## src/pkg/chopper_pkg.sv

```systemverilog
// Overview of operation
// - A comparator report of current above the high threshold starts the blanking count at once.
// - Current still above the high threshold when blanking expires raises current limit.
// - Raising current limit turns both low sides on and starts the minimum off count.
// - When the off count ends with current below the low threshold, drive follows the pulse input.
// - While the off count runs, a high pulse input is ignored and the brake is kept.
// - Current above the low threshold when the off count ends keeps the brake applied.
// - Current later reported below the low threshold clears current limit and resumes drive.
// - A low pulse input during blanking applies the brake at once.
// - Outside current limit, a low pulse input brakes and a high one drives.
// - Per channel, the high threshold is 6.5 A or 4.6 A and hysteresis 0.25 A or 0.5 A.
// - Combined mode totals 13 A or 9.2 A with 0.5 A or 1.0 A hysteresis.
// - A thermal warning forces a 2.5 A high threshold and lowers the low threshold with it.
// - Current monitoring stays on while outputs are off and stops only in sleep.
package chopper_pkg;
  localparam int CLK_PERIOD_NS = 100;
  localparam int BLANK_NS = 11500;
  localparam int TOFF_NS = 20500;
  // Least times, rounded up to whole cycles
  localparam int BLANK_CYC = (BLANK_NS + CLK_PERIOD_NS - 1) / CLK_PERIOD_NS;
  localparam int TOFF_CYC = (TOFF_NS + CLK_PERIOD_NS - 1) / CLK_PERIOD_NS;
  localparam int CNT_W = 8;
  localparam int NCH = 2;

  // Threshold codes in steps of 50 mA
  localparam int THR_W = 10;
  localparam int LSB_MA = 50;
  localparam logic [THR_W-1:0] HIGH_STD = THR_W'(6500 / LSB_MA);
  localparam logic [THR_W-1:0] HIGH_RED = THR_W'(4600 / LSB_MA);
  localparam logic [THR_W-1:0] HIGH_THERM = THR_W'(2500 / LSB_MA);
  localparam logic [THR_W-1:0] HYST_SMALL = THR_W'(250 / LSB_MA);
  localparam logic [THR_W-1:0] HYST_LARGE = THR_W'(500 / LSB_MA);

  localparam int ADR_W = 8;
  localparam logic [ADR_W-1:0] CTRL_OFS = 8'h00;
  localparam logic [ADR_W-1:0] STATUS_OFS = 8'h04;
  localparam logic [ADR_W-1:0] CH0_THR_OFS = 8'h08;
  localparam logic [ADR_W-1:0] CH1_THR_OFS = 8'h0c;
  localparam logic [ADR_W-1:0] TOTAL_THR_OFS = 8'h10;

  // Control: bit 2*ch selects 4.6 A, bit 2*ch+1 selects 0.5 A hysteresis
  localparam int CTRL_W = 5;
  localparam int CTRL_COMBINED_BIT = 4;
  localparam logic [CTRL_W-1:0] CTRL_RST = 5'h00;
  localparam int STAT_LIMIT_LSB = 0;
  localparam int STAT_BRAKE_LSB = 2;
  localparam int STAT_THERM_BIT = 4;
  localparam int STAT_MON_BIT = 5;
  localparam int THR_LOW_LSB = 16;

  typedef struct packed {
    logic [THR_W-1:0] high;
    logic [THR_W-1:0] low;
  } limit_cfg_t;

  typedef struct packed {
    logic above_high;
    logic below_low;
    logic pulse;
  } ch_sense_t;

  typedef struct packed {
    logic limit;
    logic brake;
  } ch_drive_t;

  typedef enum {ST_DRIVE, ST_BLANK, ST_OFF, ST_HOLD} chop_state_t;
endpackage

```

## src/design/sync2.sv

```systemverilog
`timescale 1ns/100ps
`default_nettype none
module sync2 #(
  parameter int W = 1
) (
  // Clock and reset
  input wire logic sys_clk,
  input wire logic sys_rst,
  // Data
  input wire logic [W-1:0] async_in,
  output logic [W-1:0] sync_out
);
  import chopper_pkg::*;
  logic [W-1:0] meta_reg;

  always_ff @(posedge sys_clk or posedge sys_rst) begin
    if (sys_rst) begin
      meta_reg <= '0;
      sync_out <= '0;
    end else begin
      meta_reg <= async_in;
      sync_out <= meta_reg;
    end
  end
endmodule
`default_nettype wire

```

## src/design/chop_channel.sv

```systemverilog
`timescale 1ns/100ps
`default_nettype none
module chop_channel (
  // Clock and reset
  input wire logic sys_clk,
  input wire logic sys_rst,
  // Comparators and pulse input
  input wire chopper_pkg::ch_sense_t sense,
  // Bridge control
  output chopper_pkg::ch_drive_t drive
);
  import chopper_pkg::*;
  chop_state_t state_reg, state_next;
  logic [CNT_W-1:0] cnt_reg, cnt_next;

  always_comb begin
    state_next = state_reg;
    case (state_reg)
      ST_DRIVE: begin
        if (sense.above_high) begin
          state_next = ST_BLANK;
        end
      end
      ST_BLANK: begin
        if (!sense.above_high) begin
          state_next = ST_DRIVE;
        end else if (cnt_reg == CNT_W'(BLANK_CYC - 1)) begin
          state_next = ST_OFF;
        end
      end
      ST_OFF: begin
        if (cnt_reg == CNT_W'(TOFF_CYC - 1)) begin
          state_next = sense.below_low ? ST_DRIVE : ST_HOLD;
        end
      end
      ST_HOLD: begin
        if (sense.below_low) begin
          state_next = ST_DRIVE;
        end
      end
      default: state_next = ST_DRIVE;
    endcase
  end

  // Count restarts on every state change
  always_comb begin
    cnt_next = (state_next == state_reg) ? cnt_reg + CNT_W'(1) : '0;
  end

  always_ff @(posedge sys_clk or posedge sys_rst) begin
    if (sys_rst) begin
      state_reg <= ST_DRIVE;
      cnt_reg <= '0;
    end else begin
      state_reg <= state_next;
      cnt_reg <= cnt_next;
    end
  end

  // Limit overrides the pulse input; blanking still follows it
  always_ff @(posedge sys_clk or posedge sys_rst) begin
    if (sys_rst) begin
      drive <= '{limit: 1'b0, brake: 1'b1};
    end else begin
      drive.limit <= (state_next == ST_OFF) || (state_next == ST_HOLD);
      drive.brake <= (state_next == ST_OFF) || (state_next == ST_HOLD)
        || !sense.pulse;
    end
  end
endmodule
`default_nettype wire

```

## src/design/chopper_current_limit_ctrl.sv

```systemverilog
`timescale 1ns/100ps
`default_nettype none
module chopper_current_limit_ctrl (
  // Clock and reset
  input wire logic sys_clk,
  input wire logic sys_rst,
  // Wishbone slave
  input wire logic wb_cyc_i,
  input wire logic wb_stb_i,
  input wire logic wb_we_i,
  input wire logic [chopper_pkg::ADR_W-1:0] wb_adr_i,
  input wire logic [3:0] wb_sel_i,
  input wire logic [31:0] wb_dat_i,
  output logic [31:0] wb_dat_o,
  output logic wb_ack_o,
  // Pins and comparators
  input wire logic [chopper_pkg::NCH-1:0] drive_pulse_input,
  input wire logic [chopper_pkg::NCH-1:0] above_high_in,
  input wire logic [chopper_pkg::NCH-1:0] below_low_in,
  input wire logic thermal_warn_in,
  input wire logic sleep_select_n,
  // Bridge and analog control
  output logic [chopper_pkg::NCH-1:0] brake_low_sides,
  output logic [chopper_pkg::NCH-1:0] current_limit,
  output chopper_pkg::limit_cfg_t [chopper_pkg::NCH-1:0] thr_cfg,
  output logic monitor_enable
);
  import chopper_pkg::*;

  logic [NCH-1:0] pulse_s, above_s, below_s;
  logic thermal_s, sleep_n_s;
  logic [CTRL_W-1:0] ctrl_reg;
  logic combined;
  limit_cfg_t [NCH-1:0] cfg_next;
  ch_drive_t [NCH-1:0] ch_drive;
  logic [31:0] rd_mux;
  logic bus_req;

  sync2 #(
    .W(3 * NCH + 2)
  ) u_sync (
    .sys_clk(sys_clk),
    .sys_rst(sys_rst),
    .async_in({drive_pulse_input, above_high_in, below_low_in,
      thermal_warn_in, sleep_select_n}),
    .sync_out({pulse_s, above_s, below_s, thermal_s, sleep_n_s})
  );

  assign combined = ctrl_reg[CTRL_COMBINED_BIT];

  // Combined mode drives both channels from the first channel's settings
  generate
    for (genvar i = 0; i < NCH; i++) begin : g_ch
      logic thr_sel, hys_sel;
      logic [THR_W-1:0] high;
      assign thr_sel = combined ? ctrl_reg[0] : ctrl_reg[2*i];
      assign hys_sel = combined ? ctrl_reg[1] : ctrl_reg[2*i+1];
      assign high = thermal_s ? HIGH_THERM
        : (thr_sel ? HIGH_RED : HIGH_STD);
      assign cfg_next[i].high = high;
      assign cfg_next[i].low = high - (hys_sel ? HYST_LARGE : HYST_SMALL);

      chop_channel u_chan (
        .sys_clk(sys_clk),
        .sys_rst(sys_rst),
        .sense('{above_high: above_s[i], below_low: below_s[i],
          pulse: pulse_s[i]}),
        .drive(ch_drive[i])
      );

      assign brake_low_sides[i] = ch_drive[i].brake;
      assign current_limit[i] = ch_drive[i].limit;
    end
  endgenerate

  always_ff @(posedge sys_clk or posedge sys_rst) begin
    if (sys_rst) begin
      for (int k = 0; k < NCH; k++) begin
        thr_cfg[k] <= '{high: HIGH_STD, low: HIGH_STD - HYST_SMALL};
      end
    end else begin
      thr_cfg <= cfg_next;
    end
  end

  // Monitor ignores enables; only sleep stops it
  always_ff @(posedge sys_clk or posedge sys_rst) begin
    if (sys_rst) begin
      monitor_enable <= 1'b0;
    end else begin
      monitor_enable <= sleep_n_s;
    end
  end

  // Answer one cycle after the request; write lands at the ack edge
  assign bus_req = wb_cyc_i && wb_stb_i;

  always_ff @(posedge sys_clk or posedge sys_rst) begin
    if (sys_rst) begin
      wb_ack_o <= 1'b0;
    end else begin
      wb_ack_o <= bus_req && !wb_ack_o;
    end
  end

  always_ff @(posedge sys_clk or posedge sys_rst) begin
    if (sys_rst) begin
      ctrl_reg <= CTRL_RST;
    end else if (bus_req && wb_we_i && wb_ack_o && wb_adr_i == CTRL_OFS
        && wb_sel_i[0]) begin
      ctrl_reg <= wb_dat_i[CTRL_W-1:0];
    end
  end

  always_comb begin
    rd_mux = 32'h0000_0000;
    case (wb_adr_i)
      CTRL_OFS: rd_mux[CTRL_W-1:0] = ctrl_reg;
      STATUS_OFS: begin
        rd_mux[STAT_LIMIT_LSB +: NCH] = current_limit;
        rd_mux[STAT_BRAKE_LSB +: NCH] = brake_low_sides;
        rd_mux[STAT_THERM_BIT] = thermal_s;
        rd_mux[STAT_MON_BIT] = monitor_enable;
      end
      CH0_THR_OFS: begin
        rd_mux[THR_W-1:0] = thr_cfg[0].high;
        rd_mux[THR_LOW_LSB +: THR_W] = thr_cfg[0].low;
      end
      CH1_THR_OFS: begin
        rd_mux[THR_W-1:0] = thr_cfg[1].high;
        rd_mux[THR_LOW_LSB +: THR_W] = thr_cfg[1].low;
      end
      TOTAL_THR_OFS: begin
        if (combined) begin
          rd_mux[THR_W-1:0] = thr_cfg[0].high + thr_cfg[1].high;
          rd_mux[THR_LOW_LSB +: THR_W] = thr_cfg[0].low + thr_cfg[1].low;
        end
      end
      default: rd_mux = 32'h0000_0000;
    endcase
  end

  // Unmapped addresses still answer, reading zero
  always_ff @(posedge sys_clk or posedge sys_rst) begin
    if (sys_rst) begin
      wb_dat_o <= 32'h0000_0000;
    end else if (bus_req && !wb_ack_o) begin
      wb_dat_o <= rd_mux;
    end
  end

  // Run counters watched by the checks below
  logic [CNT_W:0] above_run_reg, limit_run_reg;

  always_ff @(posedge sys_clk or posedge sys_rst) begin
    if (sys_rst) begin
      above_run_reg <= '0;
      limit_run_reg <= '0;
    end else begin
      if (!above_s[0] || current_limit[0]) begin
        above_run_reg <= '0;
      end else if (!(&above_run_reg)) begin
        above_run_reg <= above_run_reg + (CNT_W + 1)'(1);
      end
      if (!current_limit[0]) begin
        limit_run_reg <= '0;
      end else if (!(&limit_run_reg)) begin
        limit_run_reg <= limit_run_reg + (CNT_W + 1)'(1);
      end
    end
  end

  localparam int BLANK_MIN = BLANK_CYC;
  localparam int TOFF_LAST = TOFF_CYC - 1;

  property p_blank_before_limit;
    @(posedge sys_clk) disable iff (sys_rst)
      $rose(current_limit[0]) |-> above_run_reg >= (CNT_W + 1)'(BLANK_MIN);
  endproperty
  a_blank_before_limit: assert property (p_blank_before_limit)
    else $error("limit rose before blanking elapsed");

  property p_blank_cancel;
    @(posedge sys_clk) disable iff (sys_rst)
      !current_limit[0] && !above_s[0] |=> !current_limit[0];
  endproperty
  a_blank_cancel: assert property (p_blank_cancel)
    else $error("limit rose without current above high threshold");

  property p_limit_brakes;
    @(posedge sys_clk) disable iff (sys_rst)
      current_limit[0] |-> brake_low_sides[0];
  endproperty
  a_limit_brakes: assert property (p_limit_brakes)
    else $error("limit without short brake");

  property p_off_hold;
    @(posedge sys_clk) disable iff (sys_rst)
      current_limit[0] && limit_run_reg < (CNT_W + 1)'(TOFF_LAST)
        |=> current_limit[0] && brake_low_sides[0];
  endproperty
  a_off_hold: assert property (p_off_hold)
    else $error("limit ended before minimum off time");

  property p_resume;
    @(posedge sys_clk) disable iff (sys_rst)
      current_limit[0] && limit_run_reg >= (CNT_W + 1)'(TOFF_LAST) && below_s[0]
        |=> !current_limit[0];
  endproperty
  a_resume: assert property (p_resume)
    else $error("limit not released below low threshold");

  property p_keep_brake;
    @(posedge sys_clk) disable iff (sys_rst)
      current_limit[0] && !below_s[0] |=> current_limit[0];
  endproperty
  a_keep_brake: assert property (p_keep_brake)
    else $error("limit released above low threshold");

  property p_pulse_low_brakes;
    @(posedge sys_clk) disable iff (sys_rst)
      !pulse_s[0] |=> brake_low_sides[0];
  endproperty
  a_pulse_low_brakes: assert property (p_pulse_low_brakes)
    else $error("low pulse input did not brake");

  property p_pulse_high_drives;
    @(posedge sys_clk) disable iff (sys_rst)
      !current_limit[0] && $past(pulse_s[0]) |-> !brake_low_sides[0];
  endproperty
  a_pulse_high_drives: assert property (p_pulse_high_drives)
    else $error("high pulse input did not drive");

  property p_default_thr;
    @(posedge sys_clk) disable iff (sys_rst)
      !thermal_s && ctrl_reg == CTRL_RST |=> thr_cfg[1].high == HIGH_STD
        && thr_cfg[1].low == HIGH_STD - HYST_SMALL;
  endproperty
  a_default_thr: assert property (p_default_thr)
    else $error("default thresholds wrong");

  property p_combined_thr;
    @(posedge sys_clk) disable iff (sys_rst)
      combined && !thermal_s |=> thr_cfg[1] == thr_cfg[0];
  endproperty
  a_combined_thr: assert property (p_combined_thr)
    else $error("combined channels disagree");

  property p_thermal_thr;
    @(posedge sys_clk) disable iff (sys_rst)
      thermal_s |=> thr_cfg[0].high == HIGH_THERM && thr_cfg[0].low < HIGH_THERM;
  endproperty
  a_thermal_thr: assert property (p_thermal_thr)
    else $error("thermal threshold not applied");

  property p_monitor;
    @(posedge sys_clk) disable iff (sys_rst)
      sleep_n_s |=> monitor_enable;
  endproperty
  a_monitor: assert property (p_monitor)
    else $error("monitor off while awake");

  property p_ack_once;
    @(posedge sys_clk) disable iff (sys_rst)
      wb_ack_o |=> !wb_ack_o;
  endproperty
  a_ack_once: assert property (p_ack_once)
    else $error("ack held two cycles");

  c_limit: cover property (@(posedge sys_clk) disable iff (sys_rst)
    $rose(current_limit[0]));
  c_hold: cover property (@(posedge sys_clk) disable iff (sys_rst)
    current_limit[0] && limit_run_reg > (CNT_W + 1)'(TOFF_CYC));
  c_blank_cancel: cover property (@(posedge sys_clk) disable iff (sys_rst)
    above_s[0] ##1 !above_s[0] && !current_limit[0]);
  c_thermal: cover property (@(posedge sys_clk) disable iff (sys_rst)
    thermal_s && current_limit[1]);
endmodule
`default_nettype wire

```

## config.mk

```make
export PLATFORM = sky130hd
export DESIGN_NAME = chopper_current_limit_ctrl
export DESIGN_NICKNAME = d
export VERILOG_FILES = /design/src/pkg/chopper_pkg.sv /design/src/design/sync2.sv /design/src/design/chop_channel.sv /design/src/design/chopper_current_limit_ctrl.sv
export SDC_FILE = /design/constraint.sdc
export NUM_CORES = 1
export LEC_CHECK = 0
export ABC_AREA = 0
export BUFFER_PORTS_ARGS = -buffer_cell sky130_fd_sc_hd__buf_2
export CAP_MARGIN = 20
export CORE_UTILIZATION = 25
export DETAILED_ROUTE_END_ITERATION = 10
export PLACE_DENSITY = 0.44
export SLEW_MARGIN = 20
export SYNTH_ARGS = -nofsm -noshare
export SYNTH_HDL_FRONTEND = slang
export SYNTH_SLANG_ARGS = --single-unit
```

## constraint.sdc

```tcl
create_clock -name sys_clk -period 5.1 [get_ports sys_clk]
set_input_delay 0 -clock sys_clk [delete_from_list [all_inputs] [get_ports sys_clk]]
set_output_delay 0 -clock sys_clk [all_outputs]
set_load 0.02 [all_outputs]
```

==> reports/metrics.cfg, run 1 <==
[clock_network]
h-tree-depth=4
cts.sinks=148
clockRootBuffer=clkbuf_16
clkTransAtPathRegs_ns=0.06
cts_tree=built
numCtsBuffers=17
clkLatencyLatePin_ns=0.42
cts_buffer_depth=2

[sta]
hold_viol=0
min_period_ns=2.65
rsz0062_at_grt=no
worstMarginPinSlew_ns=0.931
slew_headroom_pct=37.4
max_freq_mhz=378
tns_ns=0
setup_violations=0
skew_ns=0.00956
finalCritPeriodShare_pct=51.9
setup_ws_ns=2.45
slew_viol_final=0

[drt]
avgRoutedWirePerCell_microns=13.0
dr.first_iter.drc_count=173
viasPerCell=4.15
finalWirelength_microns=13100
route.detailed.drc=0
drtAntennaViolNets=0
drt_first_pass_iters=4
routed-via-count=4167

[power_and_ir_drop]
power_density_nw_per_um2=333
p_leak_uw=0.00363
irDropWorstVdd_v=0.000184

[floorplanning]
die_h_microns=159
num_io_pins=135
die_w_microns=159
coreArea_sq_um=24200
die_area_sq_um=25300
initial_utilization_pct=25.4
rows=57

[worst_setup_path]
crit_start=thr_cfg[36]$_DFF_PP0_
r2r_setup_slack_ns=2.45
r2r_start=thr_cfg[36]$_DFF_PP0_
worst-setup-path-type=flip-flop to flip-flop
end_kind=flip-flop
slowest_stage=dfrtp_1
crit_chain=ha_1 > a211oi_1 > o21bai_1 > a2111oi_0 > a21oi_1 > a2111o_1 > o311ai_0
path_buf_inv=0
cp.arrival_ns=2.94
cp-start-kind=flip-flop
critPathRequiredTime_ns=5.39
worst-path-max-fanout=11
cp_top_family=compound AO/OA/AOI/OAI gates
cp_slowest_stage_delay_ns=0.67

[layout]
syn_to_final_growth_pct=25.9
diodes=0
drive_gt1_share_pct=21.0
final_cell_area_sq_um=7770
layout.nets=751
largest_reg_flops=64

[yosys]
yosysSeqAreaShare_pct=60.3
ys_seq_elements=148
ys_types=54
syn-cell-area_sq_um=6170
yosys_warnings=0
synth-main-ff-cell=dfrtp_1
ys_async_sr_fraction_pct=100
synth_edf_count=0
postSynthAreaPerCell_sq_um=12.2
synthCells=507

[worst_hold_path]
hold_path.startpoint=wb_adr_i[6]
hold_path_class=input pin to flip-flop

[placement]
place_ws_ns=2.41
place_congestion=0.801
dpl-instance-area_sq_um=7040
port_buffers=84
dp_hpwl_microns=9620

[global_route]
antenna_found_initial=0
grt_max_degree=87
grt_pass1_wl_microns=21600
overflow=0
grt_pass1_vias=4179
grt_usage_pct=11.0

[run]
maxCapViolCount=0

[run_status]
run_status=finished, final reports clean

==> power by group <==
part           switching (uW)  leakage (uW)  total, uW  internal, uW
Clock                     500      0.000269       1230           727
Combinational            89.9       0.00154        131          41.2
Sequential               16.0       0.00183       1230          1210
==> per-layer routing <==
layer,routed length [microns],track usage [%],share of wire (%),vias to the layer above
met5,0,0,0,-
li1,-,-,-,1965
met2,6440,18.4,49,130
met3,560,3.07,4.3,18
met4,241,4.59,1.8,0
met1,5850,13.3,45,2054
==> layout make-up <==
type / count / area [sq um]
clock inverter: 13 / 149
clock buffer: 19 / 433
tap: 324 / 405
inverter: 29 / 114
fill: 2472 / 16500
multi-input combinational: 371 / 2370
timing repair buffer: 100 / 576
sequential: 148 / 3720
==> per-stage QoR <==
step | hold WS, ns | cells | util, % | power [uW]
after detailed placement | 0.111 | 958 | 29.1 | 1380
after CTS | 0.00308 | 1004 | 32.0 | 2630
after global routing | 0.0375 | 1004 | 32.0 | 2700
final | 0.0184 | 1004 | 32.0 | 2590
after floorplan | 0.0314 | 588 | - | 1350
after global placement | 0.111 | 958 | 29.1 | 1370
==> kinds of logic after synthesis <==
family | after synthesis | synth area share [%]
xor gates and xnor gates | 20 | 2.84
other | 1 | 0.0608
DFF | 148 | 60.3
and+or+nand+nor | 141 | 11.5
buffers and inverters | 69 | 6.23
AOI/OAI and AO/OA | 80 | 8.82
muxes | 21 | 4.24
adders and majority gates | 27 | 5.96
==> synthesized netlist by cell type (6+ instances only) <==
library cell / instances / area share, %
dfrtp_1: 133 / 54
nor2_1: 38 / 2.3
buf_4: 31 / 3.8
nand2_1: 30 / 1.8
inv_1: 29 / 1.8
ha_1: 23 / 4.7
o21ai_0: 18 / 1.5
dfstp_2: 15 / 6.4
nor4_1: 15 / 1.5
a21oi_1: 13 / 1.1
mux2i_1: 13 / 2.1
xor2_1: 12 / 1.7
a22o_1: 11 / 1.6
nor2b_1: 9 / 0.91
nor3_1: 9 / 0.73
nand3_1: 8 / 0.65
nand4_1: 8 / 0.81
xnor2_1: 8 / 1.1
o22ai_1: 7 / 0.71
nand2b_1: 6 / 0.61
==> worst paths after layout <==
check,to,cells past startpoint
max,wb_dat_o[25]$_DFFE_PP0P_,7
max reg2reg,wb_dat_o[25]$_DFFE_PP0P_,7
min,wb_dat_o[0]$_DFFE_PP0P_,4
min in group asynchronous,g_ch[1].u_chan.cnt_reg[0]$_DFF_PP0_,3
max in group asynchronous,wb_dat_o[21]$_DFFE_PP0P_,4
min reg2reg,u_sync.sync_out[4]$_DFF_PP0_,0
==> timing repair <==
action / 4_1_cts / 5_1_grt
hold endpoints to repair: 84 / 0
hold buffers: 14 / 0
gates resized for setup: 0 / 0
buffers inserted: 0 / 0
==> tightest hold or removal path, delay by kind of cell <==
kind | cells | cell delay [ns]
buffers and inverters | 1 | 0.09
AOI/OAI and AO/OA | 1 | 0.06
and+or+nand+nor | 2 | 0.24
==> placed cells by master (no fill, tap or decap), types with 15 or more instances in the layout <==
cell / instances
dfrtp_1: 133
buf_2: 84
conb_1: 82
nor2_1: 38
nand2_1: 30
inv_1: 28
ha_1: 23
o21ai_0: 18
clkbuf_16: 17
nor4_1: 15
dfstp_2: 15
(Power assumes the default switching activity.)
==> inputs of run 2 (changes only) <==
PLACE_DENSITY = 0.45   (was 0.44)
clock period = 2.33 ns   (was 5.1 ns; I/O delays follow)
==> run 2 against run 1 <==
Net effect:
- design area is 3.3% higher
- flip-flop and latch count unchanged
- via count shrank 0.14%
- sequential power is 120% higher
- power is 130% higher
- first-iteration DRC count rose by 0.58%
- critical endpoint is now wb_dat_o[24]$_DFFE_PP0P_
- global-route usage grew 0.64 points
- highest routed layer unchanged
- hold slack worse by 0.0057 ns
- clock power is 150% higher
==> reports/metrics.cfg, run 2 (synthesis results as in run 1) <==
[worst_setup_path]
cp-start-kind=flip-flop  ; unchanged
cp_slowest_stage_delay_ns=0.55  ; was 0.67 ns
cp.arrival_ns=2.51  ; was 2.94 ns
cp_top_family=adder cells  ; was compound AO/OA/AOI/OAI gates
worst-path-max-fanout=3  ; was 11
critPathRequiredTime_ns=2.63  ; was 5.39 ns
end_kind=flip-flop  ; unchanged
path_buf_inv=1  ; was 0
slowest_stage=dfstp_2  ; was dfrtp_1
worst-setup-path-type=flip-flop to flip-flop  ; unchanged
critPathMostFrequentCell=o21ai_0
crit_chain=ha_1 > inv_1 > fa_1 > nor2b_2 > o31ai_2 > a21oi_1 > o21ai_0 > xnor2_1 > o21ai_0  ; was ha_1 > a211oi_1 > o21bai_1 > a2111oi_0 > a21oi_1 > a2111o_1 > o311ai_0

[drt]
drt_first_pass_iters=4  ; unchanged
drtAntennaViolNets=0  ; unchanged
route.detailed.drc=0  ; unchanged
finalWirelength_microns=13600  ; was 13100 microns
dr.first_iter.drc_count=174  ; was 173
avgRoutedWirePerCell_microns=13.4  ; was 13.0 microns
viasPerCell=4.08  ; was 4.15
routed-via-count=4161  ; was 4167

[sta]
setup_violations=0  ; unchanged
hold_viol=0  ; unchanged
tns_ns=0  ; unchanged
min_period_ns=2.21  ; was 2.65 ns
rsz0062_at_grt=no  ; unchanged
slew_headroom_pct=49.5  ; was 37.4%
slew_viol_final=0  ; unchanged
worstMarginPinSlew_ns=0.756  ; was 0.931 ns
skew_ns=0.00870  ; was 0.00956 ns
finalCritPeriodShare_pct=95.0  ; was 51.9%
max_freq_mhz=452  ; was 378 MHz

[clock_network]
clkLatencyLatePin_ns=0.43  ; was 0.42 ns
clockRootBuffer=clkbuf_16  ; unchanged
clkTransAtPathRegs_ns=0.06  ; about the same
numCtsBuffers=17  ; unchanged
cts_tree=built  ; unchanged
h-tree-depth=4  ; unchanged
cts_buffer_depth=2  ; unchanged
cts.sinks=148  ; unchanged

[floorplanning]
coreArea_sq_um=24200  ; unchanged
die_area_sq_um=25300  ; unchanged
num_io_pins=135  ; unchanged
die_h_microns=159  ; unchanged
rows=57  ; unchanged
die_w_microns=159  ; unchanged
initial_utilization_pct=25.4  ; unchanged

[power_and_ir_drop]
power_frac_comb_pct=5.2  ; was 5.1%
p_leak_uw=0.00377  ; was 0.00363 uW
irDropWorstVdd_v=0.000416  ; was 0.000184 V
sequentialPowerShare_pct=44.6  ; was 47.5%
power_switching_uw=1360  ; was 606 uW
p_clk_share_pct=50.3  ; was 47.4%
switching_share_pct=22.5  ; was 23.4%
p_int_uw=4680  ; was 1980 uW
power_density_nw_per_um2=753  ; was 333 nW/um^2

[global_route]
grt_pass1_vias=4292  ; was 4179
grt_pass1_wl_microns=22600  ; was 21600 microns
antenna_found_initial=0  ; unchanged
grt_max_degree=43  ; was 87
overflow=0  ; unchanged
grt_usage_pct=11.6  ; was 11.0%

[placement]
dp_hpwl_microns=9960  ; was 9620 microns
port_buffers=84  ; unchanged
place_congestion=0.846  ; was 0.801
dpl-instance-area_sq_um=7190  ; was 7040 sq um

[run]
maxCapViolCount=0  ; unchanged

[layout]
final_core_util_pct=33.1  ; was 32.0%
layout.nets=767  ; was 751
most-common-layout-cells=dfrtp_1 (133), buf_2 (84), conb_1 (82)  ; unchanged
fill_cells=2487  ; was 2472
diodes=0  ; unchanged
final_cell_area_sq_um=8020  ; was 7770 sq um
drive_gt1_share_pct=23.9  ; was 21.0%
syn_to_final_growth_pct=30.0  ; was 25.9%
largest_reg_flops=64  ; unchanged
final_common_cell=dfrtp_1  ; unchanged

[run_status]
run_status=finished, final reports clean  ; unchanged

[worst_hold_path]
hold_path_class=input pin to flip-flop  ; unchanged

## run 2: final timing paths
| check | from | cells after the start | endpoint | slack (ns) |
|---|---|---|---|---|
| worst max-delay path | thr_cfg[0]$_DFF_PP1_ | 9 | wb_dat_o[24]$_DFFE_PP0P_ | 0.12 |
| worst min-delay path | wb_adr_i[6] | 4 | wb_dat_o[0]$_DFFE_PP0P_ | 0.01 |
| worst max register to register | thr_cfg[0]$_DFF_PP1_ | 9 | wb_dat_o[24]$_DFFE_PP0P_ | 0.12 |
| worst min register to register | u_sync.meta_reg[5]$_DFF_PP0_ | 0 | u_sync.sync_out[5]$_DFF_PP0_ | 0.35 |
| max in group asynchronous | sys_rst | 4 | thr_cfg[5]$_DFF_PP1_ | 1.36 |
| min in group asynchronous | sys_rst | 3 | u_sync.meta_reg[7]$_DFF_PP0_ | 0.25 |
## run 2: worst register-to-register path: cells and delay by family, from the launching register on
family	cells	cell delay (ns)
adder cells (fa/ha/maj)	2	0.61
flip-flops	1	0.55
AO/OA/AOI/OAI	4	0.50
XOR/XNOR	1	0.19
AND/OR/NAND/NOR	1	0.17
buffers and inverters	1	0.07
## run 2: final cells by class
| type | count | area, sq um | share of cell area [%] |
|---|---|---|---|
| Sequential cell | 148 | 3720 | 46.4 |
| Multi-Input combinational cell | 371 | 2390 | 29.8 |
| Timing Repair Buffer | 116 | 733 | 9.14 |
| Clock buffer | 17 | 425 | 5.30 |
| Tap cell | 324 | 405 | 5.05 |
| Clock inverter | 15 | 228 | 2.84 |
| Inverter | 29 | 113 | 1.40 |
## run 2: power groups by stage
stage	combinational (uW)	sequential (uW)	clock [uW]
final	312	2690	3040
after global routing	350	2700	3260
after CTS	310	2690	3120
after detailed placement	291	2740	0
after global placement	287	2740	0
after floorplan	202	2750	0
## run 2: stage by stage
stage                     power [uW]  worst slack, ns  std cells  hold slack, ns
after floorplan                 2950           0.0323        588          0.0314
after global placement          3020           0.0517        973           0.110
after detailed placement        3030           0.0310        973           0.109
after CTS                       6120           0.0394       1019         0.00371
after global routing            6310          0.00450       1020         0.00687
final                           6040            0.116       1020          0.0127
## run 2: metal layers
layer / global-route usage (%) / share of wire [%] / vias up
met4: 4.81 / 1.3 / 0
li1: - / - / 2009
met2: 18.4 / 48 / 112
met1: 15.1 / 46 / 2022
met3: 2.97 / 4.7 / 18
met5: 0 / 0 / -
## run 2: what timing repair did
item	in CTS	in global routing
gates resized for setup	1	5
buffers inserted	0	1
hold buffers	14	0
cloned	0	0
endpoints found under the hold margin	43	0
pin swaps	0	2
setup endpoints to repair	6	4
==> inputs of run 3 (changes only) <==
CORE_UTILIZATION = 49   (was 25)
PLACE_DENSITY = 0.77   (was 0.45)
REMOVE_ABC_BUFFERS = 1   (was unset)
SKIP_CTS_REPAIR_TIMING = 1   (was unset)
==> run 3 against run 2 <==
Net effect:
- clock-buffer cell count increased by 1
- sequential power about the same
- setup slack got worse by 0.040 ns
- power decreased by 3.0%
- design area decreased by 3.5%
- critical path depth unchanged
- combinational power decreased by 2%
- die area decreased by 48%
- core utilization increased by 31 points
- non-clock buffer count decreased by 1
- critical path type unchanged
- flip-flop and latch count unchanged
- final cell count decreased by 15%
==> reports/metrics.cfg, run 3 (synthesis results as in run 1) <==
[global_route]
grt_usage_pct=20.7  ; was 11.6%
antenna_found_initial=0  ; unchanged
use_met3_pct=5.82  ; was 2.97%
grt_pass1_vias=4274  ; was 4292
busiest_layer=met2  ; unchanged
grt_pass1_wl_microns=20200  ; was 22600 microns
grt_util_met2_pct=36.8  ; was 18.4%
overflow=0  ; unchanged
grt_max_degree=66  ; was 43
met1_usage_pct=23.5  ; was 15.1%

[layout]
syn_to_final_growth_pct=25.5  ; was 30.0%
most-common-layout-cells=dfrtp_1 (133), buf_2 (84), conb_1 (82)  ; unchanged
final_cells=863  ; was 1020
drive_gt1_share_pct=23.2  ; was 23.9%
final_core_util_pct=63.6  ; was 33.1%
diodes=0  ; unchanged
layout.nets=766  ; was 767
largest_reg_flops=64  ; unchanged
final_common_cell=dfrtp_1  ; unchanged

[sta]
hold_viol=0  ; unchanged
max_freq_mhz=444  ; was 452 MHz
slew_headroom_pct=61.6  ; was 49.5%
setup_violations=0  ; unchanged
worstMarginPinSlew_ns=0.567  ; was 0.756 ns
slew_viol_final=0  ; unchanged
skew_ns=0.00633  ; was 0.00870 ns
min_period_ns=2.25  ; was 2.21 ns
finalCritPeriodShare_pct=96.7  ; was 95.0%

[run_status]
run_status=finished, final reports clean  ; unchanged

[worst_setup_path]
cp-start-kind=flip-flop  ; unchanged
worst-setup-path-type=flip-flop to flip-flop  ; unchanged
end_kind=flip-flop  ; unchanged
cp.arrival_ns=2.60  ; was 2.51 ns
worst-path-max-fanout=3  ; unchanged
critPathRequiredTime_ns=2.67  ; was 2.63 ns

[floorplanning]
coreArea_sq_um=12200  ; was 24200 sq um
num_io_pins=135  ; unchanged
rows=40  ; was 57
initial_utilization_pct=50.7  ; was 25.4%
die_area_sq_um=13000  ; was 25300 sq um
die_h_microns=114  ; was 159 microns
die_w_microns=114  ; was 159 microns

[placement]
dp_hpwl_microns=8780  ; was 9960 microns
place_inst=816  ; was 973
place_congestion=0.985  ; was 0.846
port_buffers=84  ; unchanged

[drt]
viasPerCell=4.90  ; was 4.08
finalWirelength_microns=12300  ; was 13600 microns
dr.first_iter.drc_count=216  ; was 174
routed-via-count=4225  ; was 4161
drt_first_pass_iters=4  ; unchanged
route.detailed.drc=0  ; unchanged
drtAntennaViolNets=0  ; unchanged
avgRoutedWirePerCell_microns=14.2  ; was 13.4 microns

[power_and_ir_drop]
p_leak_uw=0.00375  ; was 0.00377 uW
irDropWorstVdd_v=0.000659  ; was 0.000416 V
total_power_uw=5860  ; was 6040 uW
power_density_nw_per_um2=757  ; was 753 nW/um^2

[clock_network]
clkTransAtPathRegs_ns=0.06  ; about the same
cts.sinks=148  ; unchanged
numCtsBuffers=17  ; unchanged
cts_tree=built  ; unchanged
clkLatencyLatePin_ns=0.42  ; was 0.43 ns
cts_buffer_depth=2  ; unchanged
h-tree-depth=4  ; unchanged
clockRootBuffer=clkbuf_16  ; unchanged

[worst_hold_path]
hold_path_class=input pin to flip-flop  ; unchanged

[run]
maxCapViolCount=0  ; unchanged

==> run 3: cell types whose count changed in the layout (fill, tap and decap cells not counted), sizes merged <==
cell	previous run	this run
buf	102	101
bufinv	5	3
clkbuf	17	18
clkinvlp	4	2
inv	32	35
==> run 3: report_power, final <==
group	switching, uW	leakage [uW]	internal (uW)
Clock	1120	0.000303	1750
Combinational	203	0.00162	101
Sequential	35.8	0.00183	2660
Total	1360	0.00375	4510
==> run 3: through the flow <==
step | TNS (ns) | setup slack (ns) | hold slack, ns | area [sq um]
finish | 0 | 0.0763 | 0.00294 | 7740
global route | -0.0130 | -0.0130 | 0.0268 | 7740
CTS | 0 | 0.00947 | -0.341 | 7580
detailed placement | 0 | 0.0152 | 0.109 | 6950
global placement | 0 | 0.100 | 0.0970 | 6950
floorplan | -225.00 | -1.62 | 0.0314 | 6200
==> run 3: path summary, 6_finish.rpt <==
path,startpoint,to,slack [ns],cells past startpoint
setup / recovery,thr_cfg[0]$_DFF_PP1_,wb_dat_o[24]$_DFFE_PP0P_,0.08,9
hold / removal,wb_adr_i[1],wb_dat_o[0]$_DFFE_PP0P_,0.003,4
setup reg to reg,thr_cfg[0]$_DFF_PP1_,wb_dat_o[24]$_DFFE_PP0P_,0.08,9
hold reg to reg,u_sync.meta_reg[5]$_DFF_PP0_,u_sync.sync_out[5]$_DFF_PP0_,0.35,0
max in group asynchronous,sys_rst,thr_cfg[37]$_DFF_PP1_,1.26,4
min in group asynchronous,sys_rst,u_sync.meta_reg[7]$_DFF_PP0_,0.20,3
==> run 3: final cells by class <==
| cell class | count | area, sq um |
|---|---|---|
| fillers | 965 | 4420 |
| flip-flops and latches | 148 | 3720 |
| multi-input cells | 371 | 2370 |
| repair buffers | 115 | 688 |
| clock buffers | 18 | 439 |
| well taps | 168 | 210 |
| clock inverters | 14 | 191 |
| inverters | 29 | 114 |
==> run 3: worst max-delay path: stages, from the launching register on <==
cell,delay (ns)
dfstp_2,0.54
ha_1,0.20
inv_1,0.07
fa_1,0.39
nor2b_1,0.17
o31ai_1,0.14
a21oi_1,0.22
o21ai_0,0.15
xnor2_1,0.15
o21ai_0,0.14
==> run 3: per-layer routing <==
| metal | wire (microns) | up-vias |
|---|---|---|
| met5 | 0 | - |
| met4 | 193 | 0 |
| met3 | 590 | 18 |
| met2 | 6530 | 135 |
| met1 | 4980 | 2075 |
| li1 | - | 1997 |
